`src/inc/swcmd_map.svh`:
```
// Purpose: constants of the single-wire command and write sequencer
// Assumes: 100 MHz ref_clk
// Notes: offsets, fields, resets and times only
`ifndef SWCMD_MAP_SVH
`define SWCMD_MAP_SVH
// ----------------------------------------
// opcodes, upper nibble of device address byte; lock memory address upper nibble
// ----------------------------------------
`define SWCMD_OP_MAIN 4'hA
`define SWCMD_OP_SEC 4'hB
`define SWCMD_OP_LOCK 4'h2
`define SWCMD_OP_ZONE 4'h7
`define SWCMD_OP_FREEZE 4'h1
`define SWCMD_OP_MFID 4'hC
`define SWCMD_OP_STD 4'hD
`define SWCMD_OP_HS 4'hE
`define SWCMD_LOCK_ADDR_HI 4'h6
// ----------------------------------------
// device address byte fields
// ----------------------------------------
`define SWCMD_OP_MSB 7
`define SWCMD_OP_LSB 4
`define SWCMD_SA_MSB 3
`define SWCMD_SA_LSB 1
`define SWCMD_RW_BIT 0
// ----------------------------------------
// organisation and reset values
// ----------------------------------------
`define SWCMD_MAIN_WORDS 128
`define SWCMD_SEC_WORDS 32
`define SWCMD_SEC_RO_WORDS 5'h10
`define SWCMD_PAGE_BYTES 8
`define SWCMD_ZONES 4
`define SWCMD_HS_RESET 1'b1
// ----------------------------------------
// times
// ----------------------------------------
`define SWCMD_CLK_MHZ 100
`define SWCMD_PROGRAM_CYCLE_TIME_US 1000
`define SWCMD_DISCHARGE_INTERRUPT_TIME_US 150
`endif

```
`src/inc/swcmd_pkg.sv`:
```
// Purpose: types of the single-wire command and write sequencer
// Assumes: nothing
// Notes: constants live in swcmd_map.svh
package swcmd_pkg;
  typedef enum logic [2:0] {
    SW_IDLE = 3'h0,
    SW_DEV = 3'h1,
    SW_MADDR = 3'h2,
    SW_DATA = 3'h3,
    SW_SKIP = 3'h4,
    SW_PROG = 3'h5
  } swcmd_state_t;
  typedef enum logic [2:0] {
    K_MAIN = 3'h0,
    K_SEC = 3'h1,
    K_LOCK = 3'h2,
    K_ZONE = 3'h3,
    K_FREEZE = 3'h4
  } swcmd_kind_t;
endpackage

```
`src/swcmd_fifo.sv`:
```
// Purpose: write-data buffer between byte receiver and programming
// Assumes: one clock, flush discards contents
// Notes: full and empty from pointers with a wrap bit
`timescale 1ns/1ps
module swcmd_fifo #(
  parameter int W = 16,
  parameter int D = 8,
  parameter int AW = $clog2(D)
) (
  // clock and reset
  input wire logic ref_clk,
  input wire logic nrst,
  input wire logic flush,
  // fill side
  input wire logic in_valid,
  output logic in_ready,
  input wire logic [W-1:0] in_data,
  // drain side
  output logic out_valid,
  input wire logic out_ready,
  output logic [W-1:0] out_data
);
  logic [W-1:0] mem [D];
  logic [AW:0] wp_r, wp_nxt, rp_r, rp_nxt;
  logic push, pop;

  assign in_ready = !((wp_r[AW] != rp_r[AW]) && (wp_r[AW-1:0] == rp_r[AW-1:0]));
  assign out_valid = (wp_r != rp_r);
  assign out_data = mem[rp_r[AW-1:0]];
  assign push = in_valid && in_ready;
  assign pop = out_valid && out_ready;

  always_comb begin
    wp_nxt = wp_r;
    rp_nxt = rp_r;
    if (flush) begin
      wp_nxt = '0;
      rp_nxt = '0;
    end else begin
      if (push) begin
        wp_nxt = wp_r + (AW+1)'(1);
      end
      if (pop) begin
        rp_nxt = rp_r + (AW+1)'(1);
      end
    end
  end

  always_ff @(posedge ref_clk or negedge nrst) begin
    if (!nrst) begin
      wp_r <= '0;
      rp_r <= '0;
    end else begin
      wp_r <= wp_nxt;
      rp_r <= rp_nxt;
    end
  end

  always_ff @(posedge ref_clk) begin
    if (push && !flush) begin
      mem[wp_r[AW-1:0]] <= in_data;
    end
  end
endmodule

```
`src/swcmd_core.sv`:
```
// Purpose: command decode and write sequencing of a single-wire memory
// Assumes: a bit-frame layer on ref_clk delivers input symbols and sends responses
// Notes: reads, id data and bit timing live outside this block
`timescale 1ns/1ps
`include "swcmd_map.svh"

// Operation
// - main array is sixteen pages of eight bytes, 7-bit word address
// - security area four pages; low two read-only with the serial in the lowest, upper two writable until locked
// - opcode 1010 accesses the main array
// - opcode 1011 accesses the security area
// - opcode 0010 permanently locks the writable security pages
// - four main zones, each may become read-only via opcode 0111
// - opcode 0001 freezes zone configuration for good
// - opcode 1100 is the identification query
// - 1101 standard speed, 1110 high speed; high speed after reset
// - stop off a data byte boundary aborts the write unprogrammed
// - commands ignored while programming; short low pulse answered with NACK
// - long low during programming ends the cycle; only written bytes suffer
// - ACK device address, memory address and each data byte
// - stop after data starts a self-timed cycle of bounded length
// - page write of up to eight bytes within one row
// - up to seven more bytes acknowledged; programming starts at the stop
// - only low three address bits advance, wrapping inside the page
// - memory address bit 7 ignored for the main array
// - address byte: opcode 7..4, slave address 3..1, read bit 0
// - bad opcode or other slave address: no drive, back to standby
// - start and stop are the same held-high condition
module swcmd_core #(
  parameter logic [2:0] SLAVE_ADDR = 3'h0,
  // arbitrary serial value
  parameter logic [63:0] SERIAL = 64'h0123456789ABCDEF,
  parameter int PROG_CYCLES = `SWCMD_PROGRAM_CYCLE_TIME_US * `SWCMD_CLK_MHZ,
  parameter int DSCHG_CYCLES = `SWCMD_DISCHARGE_INTERRUPT_TIME_US * `SWCMD_CLK_MHZ,
  parameter int FIFO_DEPTH = `SWCMD_PAGE_BYTES
) (
  // clock and reset
  input wire logic ref_clk,
  input wire logic nrst,
  // symbols from the bit-frame layer
  input wire logic sym_valid,
  input wire logic sym_bit,
  input wire logic sym_stop,
  // raw line state, high while pulled down
  input wire logic line_low,
  // response for the next output frame
  output logic resp_valid,
  output logic resp_ack,
  // state
  output logic busy,
  output logic hs_mode,
  output logic sec_locked,
  output logic [3:0] zone_rom,
  output logic zone_frozen,
  // debug read port
  input wire logic rd_sec,
  input wire logic [6:0] rd_addr,
  output logic [7:0] rd_data
);
  // ----------------------------------------
  // state
  // ----------------------------------------
  swcmd_pkg::swcmd_state_t st_r, st_nxt;
  swcmd_pkg::swcmd_kind_t kind_r, kind_nxt;
  logic [2:0] bit_cnt_r, bit_cnt_nxt;
  logic [6:0] shift_r, shift_nxt;
  logic [7:0] addr_r, addr_nxt;
  logic got_r, got_nxt;
  logic [31:0] prog_cnt_r, prog_cnt_nxt;
  logic [31:0] low_cnt_r, low_cnt_nxt;
  logic resp_valid_r, resp_valid_nxt, resp_ack_r, resp_ack_nxt;
  logic hs_r, hs_nxt, lock_r, lock_nxt, frz_r, frz_nxt;
  logic [3:0] zone_r, zone_nxt;
  logic zset_r, zset_nxt;
  logic line_s1_r, line_s2_r;
  logic [7:0] main_mem [`SWCMD_MAIN_WORDS];
  logic [7:0] sec_mem [`SWCMD_SEC_WORDS];
  logic [7:0] rd_data_r;
  logic [7:0] byte_in;
  logic byte_done, op_ok, flush, push, in_ready, out_valid, out_ready, drain;
  logic [15:0] out_data;
  logic [3:0] op;
  logic prog_end, dschg;
  logic busy_r, busy_nxt;

  assign byte_in = {shift_r, sym_bit};
  assign byte_done = sym_valid && !sym_stop && (bit_cnt_r == 3'h7);
  assign op = byte_in[`SWCMD_OP_MSB:`SWCMD_OP_LSB];
  assign prog_end = (prog_cnt_r == 32'(PROG_CYCLES - 1));
  assign dschg = line_s2_r && (low_cnt_r >= 32'(DSCHG_CYCLES - 1));

  always_comb begin
    case (op)
      `SWCMD_OP_MAIN, `SWCMD_OP_SEC, `SWCMD_OP_LOCK, `SWCMD_OP_ZONE,
      `SWCMD_OP_FREEZE, `SWCMD_OP_MFID, `SWCMD_OP_STD, `SWCMD_OP_HS: op_ok = 1'b1;
      default: op_ok = 1'b0;
    endcase
  end

  // ----------------------------------------
  // command sequencer
  // ----------------------------------------
  always_comb begin
    st_nxt = st_r;
    kind_nxt = kind_r;
    bit_cnt_nxt = bit_cnt_r;
    shift_nxt = shift_r;
    addr_nxt = addr_r;
    got_nxt = got_r;
    prog_cnt_nxt = prog_cnt_r;
    low_cnt_nxt = line_s2_r ? low_cnt_r + 32'h1 : 32'h0;
    resp_valid_nxt = 1'b0;
    resp_ack_nxt = resp_ack_r;
    hs_nxt = hs_r;
    lock_nxt = lock_r;
    frz_nxt = frz_r;
    zone_nxt = zone_r;
    zset_nxt = zset_r;
    flush = 1'b0;
    push = 1'b0;
    if (st_r != swcmd_pkg::SW_PROG && sym_valid && !sym_stop) begin
      bit_cnt_nxt = bit_cnt_r + 3'h1;
      shift_nxt = byte_in[6:0];
    end
    if (st_r != swcmd_pkg::SW_PROG && sym_stop) begin
      bit_cnt_nxt = 3'h0;
      st_nxt = swcmd_pkg::SW_DEV;
      flush = 1'b1;
    end
    case (st_r)
      swcmd_pkg::SW_IDLE: begin
        bit_cnt_nxt = 3'h0;
      end
      swcmd_pkg::SW_DEV: begin
        if (byte_done) begin
          resp_valid_nxt = 1'b1;
          resp_ack_nxt = 1'b1;
          st_nxt = swcmd_pkg::SW_SKIP;
          if (!op_ok || byte_in[`SWCMD_SA_MSB:`SWCMD_SA_LSB] != SLAVE_ADDR) begin
            resp_valid_nxt = 1'b0;
            st_nxt = swcmd_pkg::SW_IDLE;
          end else if (op == `SWCMD_OP_STD || op == `SWCMD_OP_HS) begin
            if (byte_in[`SWCMD_RW_BIT]) begin
              resp_ack_nxt = (op == `SWCMD_OP_HS) ? hs_r : !hs_r;
            end else begin
              hs_nxt = (op == `SWCMD_OP_HS);
            end
          end else if (!byte_in[`SWCMD_RW_BIT] && op != `SWCMD_OP_MFID) begin
            st_nxt = swcmd_pkg::SW_MADDR;
            case (op)
              `SWCMD_OP_MAIN: kind_nxt = swcmd_pkg::K_MAIN;
              `SWCMD_OP_SEC: kind_nxt = swcmd_pkg::K_SEC;
              `SWCMD_OP_LOCK: kind_nxt = swcmd_pkg::K_LOCK;
              `SWCMD_OP_ZONE: kind_nxt = swcmd_pkg::K_ZONE;
              default: kind_nxt = swcmd_pkg::K_FREEZE;
            endcase
          end
        end
      end
      swcmd_pkg::SW_MADDR: begin
        if (byte_done) begin
          resp_valid_nxt = 1'b1;
          resp_ack_nxt = 1'b1;
          addr_nxt = byte_in;
          got_nxt = 1'b0;
          st_nxt = swcmd_pkg::SW_DATA;
          if (kind_r == swcmd_pkg::K_LOCK && (lock_r || byte_in[7:4] != `SWCMD_LOCK_ADDR_HI)) begin
            resp_ack_nxt = 1'b0;
            st_nxt = swcmd_pkg::SW_IDLE;
          end
        end
      end
      swcmd_pkg::SW_DATA: begin
        if (byte_done) begin
          resp_valid_nxt = 1'b1;
          resp_ack_nxt = 1'b1;
          if ((kind_r == swcmd_pkg::K_SEC || kind_r == swcmd_pkg::K_LOCK) && lock_r
              || (kind_r == swcmd_pkg::K_ZONE || kind_r == swcmd_pkg::K_FREEZE) && frz_r) begin
            resp_ack_nxt = 1'b0;
            st_nxt = swcmd_pkg::SW_IDLE;
            flush = 1'b1;
          end else if (kind_r == swcmd_pkg::K_ZONE) begin
            zset_nxt = (byte_in != 8'h00);
            got_nxt = 1'b1;
          end else if (kind_r == swcmd_pkg::K_MAIN || kind_r == swcmd_pkg::K_SEC) begin
            // byte queued and acknowledged while room
            if (in_ready) begin
              push = 1'b1;
              got_nxt = 1'b1;
              addr_nxt = {addr_r[7:3], addr_r[2:0] + 3'h1};
            end else begin
              resp_ack_nxt = 1'b0;
            end
          end else begin
            got_nxt = 1'b1;
          end
        end
        if (sym_stop) begin
          // program only on a byte boundary
          if (bit_cnt_r == 3'h0 && got_r) begin
            st_nxt = swcmd_pkg::SW_PROG;
            prog_cnt_nxt = 32'h0;
            flush = 1'b0;
          end
        end
      end
      swcmd_pkg::SW_SKIP: begin
        bit_cnt_nxt = bit_cnt_nxt;
      end
      swcmd_pkg::SW_PROG: begin
        prog_cnt_nxt = prog_cnt_r + 32'h1;
        if (sym_valid && !sym_stop) begin
          resp_valid_nxt = 1'b1;
          resp_ack_nxt = 1'b0;
        end
        if (dschg) begin
          st_nxt = swcmd_pkg::SW_IDLE;
          flush = 1'b1;
        end else if (prog_end) begin
          st_nxt = swcmd_pkg::SW_IDLE;
          case (kind_r)
            swcmd_pkg::K_LOCK: lock_nxt = 1'b1;
            swcmd_pkg::K_FREEZE: frz_nxt = 1'b1;
            swcmd_pkg::K_ZONE: zone_nxt[addr_r[1:0]] = zone_r[addr_r[1:0]] | zset_r;
            default: lock_nxt = lock_r;
          endcase
        end
      end
      default: st_nxt = swcmd_pkg::SW_IDLE;
    endcase
    // busy straight from a flop, same timing as the state
    busy_nxt = (st_nxt == swcmd_pkg::SW_PROG);
  end

  always_ff @(posedge ref_clk or negedge nrst) begin
    if (!nrst) begin
      st_r <= swcmd_pkg::SW_IDLE;
      kind_r <= swcmd_pkg::K_MAIN;
      bit_cnt_r <= 3'h0;
      shift_r <= 7'h00;
      addr_r <= 8'h00;
      got_r <= 1'b0;
      prog_cnt_r <= 32'h0;
      low_cnt_r <= 32'h0;
      resp_valid_r <= 1'b0;
      resp_ack_r <= 1'b0;
      hs_r <= `SWCMD_HS_RESET;
      lock_r <= 1'b0;
      frz_r <= 1'b0;
      zone_r <= 4'h0;
      zset_r <= 1'b0;
      busy_r <= 1'b0;
      line_s1_r <= 1'b0;
      line_s2_r <= 1'b0;
    end else begin
      st_r <= st_nxt;
      kind_r <= kind_nxt;
      bit_cnt_r <= bit_cnt_nxt;
      shift_r <= shift_nxt;
      addr_r <= addr_nxt;
      got_r <= got_nxt;
      prog_cnt_r <= prog_cnt_nxt;
      low_cnt_r <= low_cnt_nxt;
      resp_valid_r <= resp_valid_nxt;
      resp_ack_r <= resp_ack_nxt;
      hs_r <= hs_nxt;
      lock_r <= lock_nxt;
      frz_r <= frz_nxt;
      zone_r <= zone_nxt;
      zset_r <= zset_nxt;
      busy_r <= busy_nxt;
      line_s1_r <= line_low;
      line_s2_r <= line_s1_r;
    end
  end

  // ----------------------------------------
  // page data buffer
  // ----------------------------------------
  // one byte per cycle; bit 7 dropped
  swcmd_fifo #(.W(16), .D(FIFO_DEPTH)) u_fifo (
    .ref_clk(ref_clk),
    .nrst(nrst),
    .flush(flush),
    .in_valid(push),
    .in_ready(in_ready),
    .in_data({kind_r == swcmd_pkg::K_SEC, addr_r[6:0], byte_in}),
    .out_valid(out_valid),
    .out_ready(out_ready),
    .out_data(out_data)
  );
  assign out_ready = (st_r == swcmd_pkg::SW_PROG) && !dschg;
  assign drain = out_valid && out_ready;

  // ----------------------------------------
  // nonvolatile arrays
  // ----------------------------------------
  always_ff @(posedge ref_clk or negedge nrst) begin
    if (!nrst) begin
      for (int i = 0; i < `SWCMD_MAIN_WORDS; i++) begin
        main_mem[i] <= 8'h00;
      end
      for (int i = 0; i < `SWCMD_SEC_WORDS; i++) begin
        sec_mem[i] <= (i < 8) ? SERIAL[8*i +: 8] : 8'h00;
      end
      rd_data_r <= 8'h00;
    end else begin
      if (drain && out_data[15] && !lock_r && out_data[12:8] >= `SWCMD_SEC_RO_WORDS) begin
        sec_mem[out_data[12:8]] <= out_data[7:0];
      end
      if (drain && !out_data[15] && !zone_r[out_data[14:13]]) begin
        main_mem[out_data[14:8]] <= out_data[7:0];
      end
      rd_data_r <= rd_sec ? sec_mem[rd_addr[4:0]] : main_mem[rd_addr];
    end
  end

  assign resp_valid = resp_valid_r;
  assign resp_ack = resp_ack_r;
  assign busy = busy_r;
  assign hs_mode = hs_r;
  assign sec_locked = lock_r;
  assign zone_rom = zone_r;
  assign zone_frozen = frz_r;
  assign rd_data = rd_data_r;
endmodule

```
`config.mk`:
```
export PLATFORM = sky130hd
export DESIGN_NAME = swcmd_core
export DESIGN_NICKNAME = d
export VERILOG_FILES = /design/src/inc/swcmd_pkg.sv /design/src/swcmd_fifo.sv /design/src/swcmd_core.sv
export VERILOG_INCLUDE_DIRS = /design/src /design/src/inc
export SDC_FILE = /design/constraint.sdc
export NUM_CORES = 2
export LEC_CHECK = 0
export ABC_AREA = 1
export BUFFER_PORTS_ARGS = -buffer_cell sky130_fd_sc_hd__buf_2
export CORE_ASPECT_RATIO = 0.8
export CORE_MARGIN = 8
export CORE_UTILIZATION = 60
export CTS_BUF_LIST = sky130_fd_sc_hd__clkbuf_2
export DETAILED_ROUTE_END_ITERATION = 8
export GPL_ROUTABILITY_DRIVEN = 0
export PLACE_DENSITY = 0.79
export SYNTH_ARGS = -nofsm -noshare
export SYNTH_HDL_FRONTEND = slang
export SYNTH_SLANG_ARGS = --single-unit
```
`constraint.sdc`:
```
create_clock -name ref_clk -period 3.1 [get_ports ref_clk]
set_input_delay 0.155 -clock ref_clk [delete_from_list [all_inputs] [get_ports ref_clk]]
set_output_delay 0.155 -clock ref_clk [all_outputs]
set_load 0.03 [all_outputs]
```
==> results.sh <==
export IMPL_outcome="complete, but fails checks"
export IMPL_violations="setup timing"
export IMPL_grt_pass1_wl_um=356600
export IMPL_die_h_um=331.4
export IMPL_wl_per_cell_um=20.01
export IMPL_clockBufferDepth=4
export IMPL_crit_path_cell_trace="dlygate4sd3_1, buf_6, dlygate4sd3_1, buf_12, o221ai_1, nand3_1, nand3_1, dlygate4sd3_1, nand3_1, dlygate4sd3_1, nand2_1, dlygate4sd3_1"
export IMPL_insertion_delay_ns=1.81
export IMPL_vias=68750
export IMPL_ys_seq_elements=1525
export IMPL_synth_seq_area_share_pct=52.07
export IMPL_synthesis_nets=9417
export IMPL_reg2reg_slack_ns=0.01
export IMPL_core_um2=123200
export IMPL_dp_hpwl_um=141500
export IMPL_io_buffers=31
export IMPL_initial_core_util_pct=60.56
export IMPL_grt_max_degree=129
export IMPL_crit_arrival_ns=4.85
export IMPL_finalHoldViolations=0
export IMPL_synthDistinctLibCells=52
export IMPL_antenna_found_initial=5
export IMPL_r2r_end="rd_data[7]"
export IMPL_r2r_start="sec_mem[119]"
export IMPL_crit_path_end="rd_data[7]"
export IMPL_cts_htree_levels=5
export IMPL_cts_tree="built"
export IMPL_final_min_clock_period_ns=3.184
export IMPL_grt_usage_pct=32.29
export IMPL_synth_area_um2=74590
export IMPL_post_route_period_util_pct=102.7
export IMPL_pin_count=32
export IMPL_postRouteAntennaNets=0
export IMPL_synth_edf_count=128
export IMPL_dp_cells=10640
export IMPL_power_leakage_nw=41.51
export IMPL_instances_no_fill=11380
export IMPL_async_flop_share_pct=91.61
export IMPL_clock_sinks=1525
export IMPL_slowest_delay_ns=0.77
export IMPL_firstDrtPassIters=8
export IMPL_die_w_um=410.2
export IMPL_p_per_area_nw_per_um2=463.1
export IMPL_yosys_warnings=0
export IMPL_start_kind="primary input"
export IMPL_cp_required_ns=4.77
export IMPL_worst_slack_ns=-0.08407
export IMPL_multiInputGateArea_um2=32420
export IMPL_drv_cap=0
export IMPL_drt_iter0_markers=9433
export IMPL_fin_tns_setup_ns=-0.08407
export IMPL_cts_buffers=382
export IMPL_gr_total_overflow=0
export IMPL_avgSynthCellArea_um2=7.946
export IMPL_reg2reg_depth=9
export IMPL_hold_class="primary input to flip-flop"
export IMPL_critPathKind="primary input to flip-flop"
export IMPL_syn_to_final_growth_pct=10.08
export IMPL_clk_pin_slew_ns=0.13
export IMPL_hold_worst_slack_ns=0.1947
export IMPL_fillers=10150
export IMPL_finalNetCount=9503
export IMPL_peakVddDrop_v=0.0004289
export IMPL_syn_inst=9388
export IMPL_grt_pass1_vias=64980
export IMPL_crit_top_cell="dlygate4sd3_1"
export IMPL_dp_slack_ns=-0.06510
export IMPL_crit_path_start="rd_addr[2]"
export IMPL_critPathCaptureType="flip-flop"
export IMPL_synth_flop_cell="dfrtp_1"
export IMPL_tightestPinTransition_ns=1.216
export IMPL_rows=115
export IMPL_fmax_mhz=314.1
export IMPL_drc=0
export IMPL_seq_area_um2=38840
export IMPL_ctsRootBufferMaster="clkbuf_2"
export IMPL_fin_worst_skew_ns=0.1757
export IMPL_die_area_um2=135900
export IMPL_cp_slowest_cell="dlygate4sd3_1"
export IMPL_slew_violations=0
export IMPL_wl_um=227800
export IMPL_crit_fanout=128
export IMPL_slew_headroom_pct=18.91
export IMPL_drive_gt1_share_pct=13.32
export IMPL_setup_viol=1
export IMPL_vias_per_cell=6.039
[critical path: cells and delay by family]
family | cells | cell delay (ns)
buffers and inverters | 7 | 3.69
AND/OR/NAND/NOR | 4 | 0.52
AO/OA/AOI/OAI | 1 | 0.25
[worst min path at each step]
stage | start | to | slack (ns) | depth (start not counted)
2_1_floorplan | nrst | addr_r[0] | -0.14 | 0
3_3_place_gp | nrst | main_mem[311] | 0.16 | 1
3_5_place_dp | nrst | main_mem[311] | 0.16 | 1
4_1_cts | rd_addr[1] | rd_data[0] | 0.03 | 9
5_1_grt | rd_addr[1] | rd_data[0] | 0.10 | 9
6_report | rd_addr[0] | rd_data[1] | 0.19 | 9
[cell usage after synthesis, types with 30 or more instances]
master / count / area share, %
xor2_1: 35 / 0.41
nand2_2: 88 / 0.74
dfrtp_1: 1364 / 46
edfxtp_1: 128 / 5.2
buf_1: 61 / 0.31
nand2_1: 3548 / 18
a21oi_1: 30 / 0.20
nor2_8: 32 / 0.86
nand3_1: 2084 / 14
buf_2: 78 / 0.52
o22ai_1: 68 / 0.57
nor2_4: 103 / 1.6
clkbuf_1: 556 / 2.8
nor2_1: 349 / 1.8
o21ai_0: 288 / 1.9
dfstp_2: 33 / 1.2
inv_1: 158 / 0.80
nor3_1: 60 / 0.40
o221ai_1: 37 / 0.43
o21ai_1: 103 / 0.69
nand4_1: 31 / 0.26
[layout make-up]
class,instances,share of cell area (%)
Antenna cell,13,0.03962
Clock buffer,551,3.358
Clock inverter,92,0.5516
Inverter,171,0.8259
Multi-Input combinational cell,6975,39.48
Sequential cell,1525,47.31
Tap cell,1638,2.496
Timing Repair Buffer,419,5.941
[logic make-up (layout without fill, tap and decap cells)]
group                    count (synthesis)  in the layout  synth area share (%)
AND/OR/NAND/NOR                       6360           6360                 38.18
flip-flops                            1525           1525                 52.07
other                                    0             13                     0
buffers and inverters                  888           1233                 4.796
AO/OA/AOI/OAI                          560            560                 4.232
XOR/XNOR                                39             39                0.4579
adder cells (fa/ha/maj)                 15             15                0.2516
multiplexers                             1              1               0.01342
[cell usage in the layout, fill, tap and decap left out, types with 33 or more instances in the layout]
cell type and count:
nor2_1 349, dfstp_2 33, nand2_1 3519, o21ai_1 96, o22ai_1 68, o221ai_1 36, o21ai_0 287, clkinv_1 72
nand2_2 116, nand3_1 2083, inv_1 156, nor2_4 107, dlygate4sd3_1 55, buf_4 212, edfxtp_1 128, dfrtp_1 1363
xor2_1 35, clkbuf_2 551, nor3_1 54, buf_12 100
[where the power goes]
group / internal, mW / switching [mW] / total, mW
sequential: 20.7 / 0.510 / 21.2
combinational: 1.09 / 2.41 / 3.49
clock: 4.96 / 8.33 / 13.3
total: 26.8 / 11.2 / 38.0
[registers in the layout, indices dropped and copies added (netlist names), 3 cells and up]
register / count
addr_r: 7
bit_cnt_r: 3
kind_r: 3
low_cnt_r: 32
main_mem: 1024
prog_cnt_r: 32
rd_data: 8
sec_mem: 256
shift_r: 7
st_r: 3
u_fifo.mem: 128
u_fifo.rp_r: 4
u_fifo.wp_r: 4
zone_rom: 4
[routing by layer]
layer / vias to the layer above / track usage, % / wire, um
met2: 4371 / 46.15 / 97370
met1: 32490 / 46.03 / 91400
li1: 31190 / - / -
met3: 697 / 9.825 / 30310
met4: 0 / 13.02 / 8721
met5: - / 0 / 0
[repair_timing]
item | in CTS | in global routing
gates resized for setup | 0 | 56
pin swaps | 1 | 8
hold buffers | 57 | 0
setup endpoints to repair | 12 | 694
gates cloned | 0 | 10
setup buffers | 5 | 18
endpoints found under the hold margin | 1611 | 0
[per-stage QoR]
| stage | total power [mW] | instance area, um2 | util (%) |
|---|---|---|---|
| 2_1_floorplan | 23.48 | 74610 | - |
| 3_3_place_gp | 24.81 | 77570 | 62.98 |
| 3_5_place_dp | 24.93 | 77570 | 62.98 |
| 4_1_cts | 38.05 | 81420 | 66.11 |
| 5_1_grt | 39.64 | 82110 | 66.66 |
| 6_report | 38.03 | 82110 | 66.67 |
No activity file was read; power rests on OpenSTA's default activity.
